===== config.mk =====
export PLATFORM = sky130hd
export DESIGN_NAME = ulrg_top
export DESIGN_NICKNAME = d
export VERILOG_FILES = /design/src/ulrg_pkg.sv /design/src/ulrg_cmd_decode.sv /design/src/ulrg_top.sv
export SDC_FILE = /design/constraint.sdc
export NUM_CORES = 1
export LEC_CHECK = 0
export ABC_AREA = 1
export BUFFER_PORTS_ARGS = -buffer_cell sky130_fd_sc_hd__buf_4
export CAP_MARGIN = 20
export CORE_MARGIN = 2
export CORE_UTILIZATION = 40
export CTS_CLUSTER_DIAMETER = 120
export DETAILED_ROUTE_END_ITERATION = 7
export PLACE_DENSITY = 0.72
export SLEW_MARGIN = 25
export SYNTH_ARGS = -nofsm -noshare
export SYNTH_HDL_FRONTEND = slang
export SYNTH_SLANG_ARGS = --single-unit

===== constraint.sdc =====
create_clock -name mclk -period 3.39 [get_ports mclk]
set_input_delay 0 -clock mclk [delete_from_list [all_inputs] [get_ports mclk]]
set_output_delay 0 -clock mclk [all_outputs]
set_load 0.005 [all_outputs]

===== src/ulrg_pkg.sv =====
package ulrg_pkg;

    // Transmit command byte layout
    localparam int unsigned CMD_TYPE_MSB = 7;
    localparam int unsigned CMD_TYPE_LSB = 6;
    localparam int unsigned CMD_ADDR_MSB = 5;
    localparam int unsigned PID_MSB      = 3;

    localparam logic [1:0] CT_SPECIAL   = 2'h0;
    localparam logic [1:0] CT_TRANSMIT  = 2'h1;
    localparam logic [1:0] CT_REG_WRITE = 2'h2;
    localparam logic [1:0] CT_REG_READ  = 2'h3;

    localparam logic [5:0] EXT_ADDR_CODE = 6'h2F;
    localparam logic [7:0] IDLE_BYTE     = 8'h00;
    localparam logic [1:0] PID_FIELD_TOP = 2'h0;
    localparam logic [3:0] NOPID_CODE    = 4'h0;

    // Interface clock
    localparam int unsigned MCLK_PERIOD_NS = 40;

    typedef enum logic [12:0] {
        ST_IDLE    = 13'h0001,
        ST_WCMD    = 13'h0002,
        ST_WEXT    = 13'h0004,
        ST_WDATA   = 13'h0008,
        ST_WSTP    = 13'h0010,
        ST_WCOMMIT = 13'h0020,
        ST_RCMD    = 13'h0040,
        ST_REXT    = 13'h0080,
        ST_RTURN   = 13'h0100,
        ST_RDATA   = 13'h0200,
        ST_RBACK   = 13'h0400,
        ST_TX      = 13'h0800,
        ST_IGNORE  = 13'h1000
    } ulrg_state_e;

    function automatic logic [1:0] cmd_type(input logic [7:0] b);
        return b[CMD_TYPE_MSB:CMD_TYPE_LSB];
    endfunction

    function automatic logic cmd_is_ext(input logic [7:0] b);
        return b[CMD_ADDR_MSB:0] == EXT_ADDR_CODE;
    endfunction

endpackage


===== src/ulrg_cmd_decode.sv =====
`timescale 1ns/1ps
module ulrg_cmd_decode
    import ulrg_pkg::*;
(
    // Command byte from the bus
    input  wire logic [7:0] cmd,
    // Decoded kind
    output logic            is_idle,
    output logic            is_tx,
    output logic            is_write,
    output logic            is_read,
    output logic            is_ext,
    output logic            tx_nopid,
    output logic [3:0]      tx_pid,
    output logic [5:0]      addr6
);

    always_comb begin
        is_idle  = (cmd == IDLE_BYTE);
        is_tx    = (cmd_type(cmd) == CT_TRANSMIT) &&
                   (cmd[CMD_ADDR_MSB:PID_MSB+1] == PID_FIELD_TOP);
        is_write = (cmd_type(cmd) == CT_REG_WRITE);
        is_read  = (cmd_type(cmd) == CT_REG_READ);
        is_ext   = cmd_is_ext(cmd);
        tx_pid   = cmd[PID_MSB:0];
        tx_nopid = is_tx && (cmd[PID_MSB:0] == NOPID_CODE);
        addr6    = cmd[CMD_ADDR_MSB:0];
    end

endmodule


===== src/ulrg_top.sv =====
`timescale 1ns/1ps
module ulrg_top
    import ulrg_pkg::*;
(
    // Clock and reset
    input  wire logic       mclk,
    input  wire logic       reset_n,
    // Interface bus, data pins split into in, out and active-low enable
    input  wire logic [7:0] ulpi_data_in,
    output logic      [7:0] ulpi_data_out,
    output logic            ulpi_data_oe_n,
    output logic            ulpi_dir,
    output logic            ulpi_nxt,
    input  wire logic       ulpi_stp,
    // Device condition
    input  wire logic       pll_locked,
    input  wire logic       async_mode,
    // Register array port
    output logic      [7:0] reg_addr,
    output logic      [7:0] reg_wdata,
    output logic            reg_we,
    input  wire logic [7:0] reg_rdata,
    // Transmit path hand-off
    output logic            tx_start,
    output logic            tx_nopid,
    output logic      [3:0] tx_pid,
    input  wire logic       tx_nxt
);

    ////////////////////////////////////////////////////////////////////////////
    // Command decode

    logic       dec_idle;
    logic       dec_tx;
    logic       dec_write;
    logic       dec_read;
    logic       dec_ext;
    logic       dec_nopid;
    logic [3:0] dec_pid;
    logic [5:0] dec_addr6;

    ulrg_cmd_decode u_decode (
        .cmd      (ulpi_data_in),
        .is_idle  (dec_idle),
        .is_tx    (dec_tx),
        .is_write (dec_write),
        .is_read  (dec_read),
        .is_ext   (dec_ext),
        .tx_nopid (dec_nopid),
        .tx_pid   (dec_pid),
        .addr6    (dec_addr6)
    );

    ////////////////////////////////////////////////////////////////////////////
    // State

    ulrg_state_e st_q;
    ulrg_state_e st_d;
    logic        dir_prev_q;
    logic        dir_prev_d;
    logic [7:0]  addr_q;
    logic [7:0]  addr_d;
    logic [7:0]  wdata_q;
    logic [7:0]  wdata_d;
    logic [7:0]  dout_q;
    logic [7:0]  dout_d;
    logic        oe_n_q;
    logic        oe_n_d;
    logic        tx_start_q;
    logic        tx_start_d;
    logic        tx_nopid_q;
    logic        tx_nopid_d;
    logic [3:0]  tx_pid_q;
    logic [3:0]  tx_pid_d;
    logic        ext_q;
    logic        ext_d;
    logic        dir_now;
    logic        dir_next;
    logic        turn_now;
    logic        accept_cmd;

    // Bus belongs to the device during the turnaround and data cycles of a read and whenever the PLL is not locked
    function automatic logic dir_of(input ulrg_state_e s, input logic locked);
        return !locked || (s == ST_RTURN) || (s == ST_RDATA);
    endfunction

    always_comb begin
        dir_now  = dir_of(st_q, pll_locked);
        dir_next = dir_of(st_d, pll_locked);
        // Bus contents are unknown in the cycle after a direction change
        turn_now = (dir_now != dir_prev_q);
        // Commands are only looked at while the Link owns the bus
        accept_cmd = (st_q == ST_IDLE) && !dir_now && !turn_now && !async_mode;
    end

    ////////////////////////////////////////////////////////////////////////////
    // Next-state logic

    always_comb begin
        st_d       = st_q;
        addr_d     = addr_q;
        wdata_d    = wdata_q;
        ext_d      = ext_q;
        tx_start_d = 1'b0;
        tx_nopid_d = tx_nopid_q;
        tx_pid_d   = tx_pid_q;
        case (st_q)
            ST_IDLE: begin
                if (accept_cmd && !dec_idle) begin
                    addr_d = {2'h0, dec_addr6};
                    ext_d  = dec_ext;
                    if (dec_write) begin
                        st_d = ST_WCMD;
                    end else if (dec_read) begin
                        st_d = ST_RCMD;
                    end else if (dec_tx) begin
                        st_d       = ST_TX;
                        tx_start_d = 1'b1;
                        tx_nopid_d = dec_nopid;
                        tx_pid_d   = dec_pid;
                    end else begin
                        // Unknown command: sit it out until the Link stops
                        st_d = ST_IGNORE;
                    end
                end
            end
            ST_WCMD: begin
                if (ulpi_stp) begin
                    st_d = ST_IDLE;
                end else if (ext_q) begin
                    st_d = ST_WEXT;
                end else begin
                    st_d = ST_WDATA;
                end
            end
            ST_WEXT: begin
                addr_d = ulpi_data_in;
                st_d   = ulpi_stp ? ST_IDLE : ST_WDATA;
            end
            ST_WDATA: begin
                wdata_d = ulpi_data_in;
                st_d    = ulpi_stp ? ST_IDLE : ST_WSTP;
            end
            ST_WSTP: begin
                if (ulpi_stp) begin
                    st_d = ST_WCOMMIT;
                end
            end
            ST_WCOMMIT: begin
                // Commit waits for STP low; a held STP delays it
                if (!ulpi_stp) begin
                    st_d = ST_IDLE;
                end
            end
            ST_RCMD: begin
                if (ulpi_stp) begin
                    st_d = ST_IDLE;
                end else if (ext_q) begin
                    st_d = ST_REXT;
                end else begin
                    st_d = ST_RTURN;
                end
            end
            ST_REXT: begin
                addr_d = ulpi_data_in;
                st_d   = ulpi_stp ? ST_IDLE : ST_RTURN;
            end
            ST_RTURN: begin
                st_d = ST_RDATA;
            end
            ST_RDATA: begin
                st_d = ST_RBACK;
            end
            ST_RBACK: begin
                st_d = ST_IDLE;
            end
            ST_TX, ST_IGNORE: begin
                if (ulpi_stp) begin
                    st_d = ST_IDLE;
                end
            end
            default: begin
                st_d = ST_IDLE;
            end
        endcase
        // Losing the PLL drops any transfer in flight
        if (!pll_locked) begin
            st_d = ST_IDLE;
        end
    end

    ////////////////////////////////////////////////////////////////////////////
    // Output data path

    always_comb begin
        dir_prev_d = dir_now;
        // Drive only once the direction has been high for a full cycle
        oe_n_d     = !(dir_next && dir_now);
        dout_d     = (st_d == ST_RDATA) ? reg_rdata : IDLE_BYTE;
    end

    always_ff @(posedge mclk) begin
        if (!reset_n) begin
            st_q       <= ST_IDLE;
            dir_prev_q <= 1'b1;
            addr_q     <= 8'h00;
            wdata_q    <= 8'h00;
            ext_q      <= 1'b0;
            dout_q     <= 8'h00;
            oe_n_q     <= 1'b1;
            tx_start_q <= 1'b0;
            tx_nopid_q <= 1'b0;
            tx_pid_q   <= 4'h0;
        end else begin
            st_q       <= st_d;
            dir_prev_q <= dir_prev_d;
            addr_q     <= addr_d;
            wdata_q    <= wdata_d;
            ext_q      <= ext_d;
            dout_q     <= dout_d;
            oe_n_q     <= oe_n_d;
            tx_start_q <= tx_start_d;
            tx_nopid_q <= tx_nopid_d;
            tx_pid_q   <= tx_pid_d;
        end
    end

    always_comb begin
        ulpi_dir       = dir_now;
        ulpi_nxt       = ((st_q == ST_WCMD) || (st_q == ST_WEXT) || (st_q == ST_WDATA) ||
                          (st_q == ST_RCMD) || (st_q == ST_REXT) ||
                          ((st_q == ST_TX) && tx_nxt)) && pll_locked;
        ulpi_data_out  = dout_q;
        // Direction falls at once when the clock returns; the enable must follow
        ulpi_data_oe_n = oe_n_q || !dir_now;
        reg_addr       = addr_q;
        reg_wdata      = wdata_q;
        // Asynchronous modes freeze the array; no write leaks through
        reg_we         = (st_q == ST_WCOMMIT) && !ulpi_stp && !async_mode;
        tx_start       = tx_start_q;
        tx_nopid       = tx_nopid_q;
        tx_pid         = tx_pid_q;
    end
endmodule


==> results by group <==
Detailed routing
  • Drt initial violations: between 100 and 150
  • ANT nets after route: 0
  • 1st-pass router iterations: 4
  • WL/cell: about 12 microns
  • Vias: 1955
  • Vias per cell: roughly 4.7
  • Drt total wl: 5.020 mm
  • Post-route DRC: 0

Floorplanning
  • Top Ports: 56
  • Die height: about 77 microns
  • Core area: ~0.0051 sq mm
  • Starting density of the core: roughly two fifths
  • Row cnt: 26
  • Die Span X: ~77 microns
  • Die area: 0.005878 sq mm

Final layout
  • Layout cell share with drive strength beyond 1: around 31%
  • Post-Layout Cell Count: approximately 420
  • Final nets: between 300 and 400
  • Finished Cell Area: ~0.0029 sq mm
  • Filler Cells Inserted: roughly 480
  • Area grow syn2layout: 35.31%
  • Ant diodes: 0
  • Final core occ: between 50% and 60%

Yosys
  • Post-synthesis mux area share: 0%
  • Seq/Total Area, Yosys: between 40% and 50%
  • Synthesized instance count: 271
  • Top cell type's share of synthesized area: 43.60%
  • Count leader, synth: dfxtp_1
  • Post-synthesis simple-gate area fraction: a little over a third
  • Post-Syn Area: about 0.0021 sq mm
  • Async set or reset register ratio after synthesis: 0%
  • Synth area leaders: dfxtp_1 44%, inv_1 6.2%, o21ai_0 6.2%, nand2_1 5.7%, nor2_1 5.7%
  • Yosys reg bits: 46
  • Largest family of logic cells by synthesized area: simple AND/OR/NAND/NOR gates
  • Cell accounting for the most synthesized area: dfxtp_1
  • Netlist cell types: 27
  • Post-synth top flop: dfxtp_1
  • Post-synthesis adder-cell area fraction: 0%
  • Top post-synthesis cells by count: 46 x dfxtp_1, 35 x inv_1, 32 x nand2_1, 32 x nor2_1, 26 x o21ai_0
  • Mapped Nets: ~300
  • Compound-Gate Fraction of Synth Area: between 10% and 20%
  • Mapped Avg Cell Area: 7.793 sq um
  • Synth warn: 0
  • Count of flip-flops with a built-in enable after synthesis: 0
  • Xor/xnor cell area share of the yosys netlist: 0%

Setup path
  • Crit path DAT: 2.16 ns
  • Worst path slowest cell: dfxtp_1
  • Most frequent CP cell: nor2_2
  • Crit path launch type: flop
  • Critical path required time: 3.63 ns
  • CP max stage delay: 0.35 ns
  • Critical Path Sink Type: flop
  • Critical path class: reg -> reg
  • CP max FO: 8
  • CP Cell Sequence: nor2_2, inv_1, nor3_1, nand2_1, nand2_1, nor2_2, a21boi_4, nand2_2, nor2_4, nand4_4, nor2_2

Timing
  • Slew margin rel.: about three quarters
  • RSZ-0062 raised after global routing: no
  • FMAX: about 0.52 GHz
  • Fin Setup TNS: 0 ns
  • Final Hold Viols: 0
  • Setup Skew: 0.005357 ns
  • Hold_ws: 0.005254 ns
  • Tmin final: just under 2 ns
  • Setup violators final: 0
  • Final period utilization: between 50 and 60%
  • Final worst slack: between 1 and 1.5 ns
  • Slew of the pin with the lowest slew margin: about 0.36 ns
  • Pins Over Slew Limit: 0

GRT
  • Overflow after GRT: 0
  • All-layer global routing usage: between 15 and 20%
  • Initial antenna violation count: 0
  • First-pass GRT wire length: 8.528 mm
  • Largest net degree at the start of global routing: 27
  • Vias in the first global route: a little under 2000

Clock network
  • CTS Buffer Depth: 2
  • Reg clk slew, reported paths: about 0.080 ns
  • CTS tree: done
  • CTS sink cnt: between 40 and 50
  • Clock root cell: clkbuf_8
  • Clock buffer count from CTS: 5
  • H-tree depth: 2
  • Skew-Pair Late Insertion Delay: roughly 0.3 ns

Placed design
  • Post-Place Cell Area: roughly 0.0026 sq mm
  • I/O Buffers: 55
  • Pre-CTS setup slack: about 1.5 ns
  • Placed instance count: roughly 390
  • Post-DP HPWL: 3.782 mm
  • GPL Wtd Cong: between 0.9 and 1

Worst hold path
  • Tightest Hold Check Type: in -> reg

Power and ir drop
  • Design Power: 1.017 mW
  • Static Leak: between 1 and 1.5 nW
  • PwrDens: 355.7 mW/mm^2
  • Max VDD drop: 0.2849 mV

Flow run
  • MaxCap Viol Count: 0

Status
  • Outcome: complete, no violations
[cells by family after synthesis]
kind of cell | Yosys count
compound gates | 52
buf+inv | 43
flops | 46
simple gates | 130
[flip-flops by register name, indices dropped and copies added (netlist names)]
signal and cells:
tx_nopid 1, tx_start 1, ulpi_data_out 8, st_q 13, oe_n_q 1, reg_addr 8, reg_wdata 8, tx_pid 4
dir_prev_q 1, ext_q 1
[layer usage]
| layer | global-route usage [%] | share of wire, % | up-vias |
|---|---|---|---|
| met5 | 0 | 0 | - |
| met4 | 5.091 | 1.5 | 0 |
| met3 | 3.294 | 5.6 | 6 |
| met2 | 30.79 | 49 | 61 |
| met1 | 22.03 | 43 | 874 |
| li1 | - | - | 1014 |
[power by group]
group          switching, mW  internal (mW)
Combinational         0.0510         0.0484
Sequential           0.00253          0.545
Clock                  0.183          0.187
Total                  0.237          0.780
[cells in the final DEF, fill, tap and decap left out, types with 2 or more instances in the layout]
cell type,instances
nor3b_1,2
nor2_1,32
nand2_1,32
nor2_2,15
nand3_1,13
buf_4,55
a21oi_1,22
dfxtp_1,46
o21ai_0,26
nand4_1,4
nand2_4,6
nand2_2,7
dlygate4sd3_1,16
nor2_4,7
nor3_1,4
clkbuf_8,7
nor4_1,3
inv_1,35
inv_2,3
[worst max-delay path, delay by kind of cell (launching register included)]
family / cells / cell delay (ns)
DFF: 1 / 0.35
buffers and inverters: 1 / 0.08
and+or+nand+nor: 9 / 1.24
AOI/OAI and AO/OA: 1 / 0.20
[timing repair]
item / CTS / global route
endpoints found under the hold margin: 20 / 0
setup endpoints to repair: 0 / 0
hold buffers: 16 / 0
buffers inserted: 0 / 0
gates resized for setup: 0 / 0
[final timing paths]
path / start / to / slack [ns] / depth (start not counted)
max: st_q[5] / ulpi_data_out[4] / 1.47 / 11
min: ulpi_data_in[0] / tx_nopid / 0.005 / 4
max reg2reg: st_q[5] / ulpi_data_out[4] / 1.47 / 11
min reg2reg: reg_addr[6] / reg_addr[6] / 0.46 / 2
[area by class of cell]
cell class                      instances  area [sq um]  share of cell area (%)
Clock inverter                          1         8.758                  0.3065
Inverter                               38         142.6                   4.991
Multi-Input combinational cell        182          1028                   35.99
Timing Repair Buffer                   71         573.1                   20.05
Tap cell                               70         87.58                   3.065
Sequential cell                        46         920.9                   32.22
Clock buffer                            7         96.34                   3.371
(Power assumes the default switching activity.)
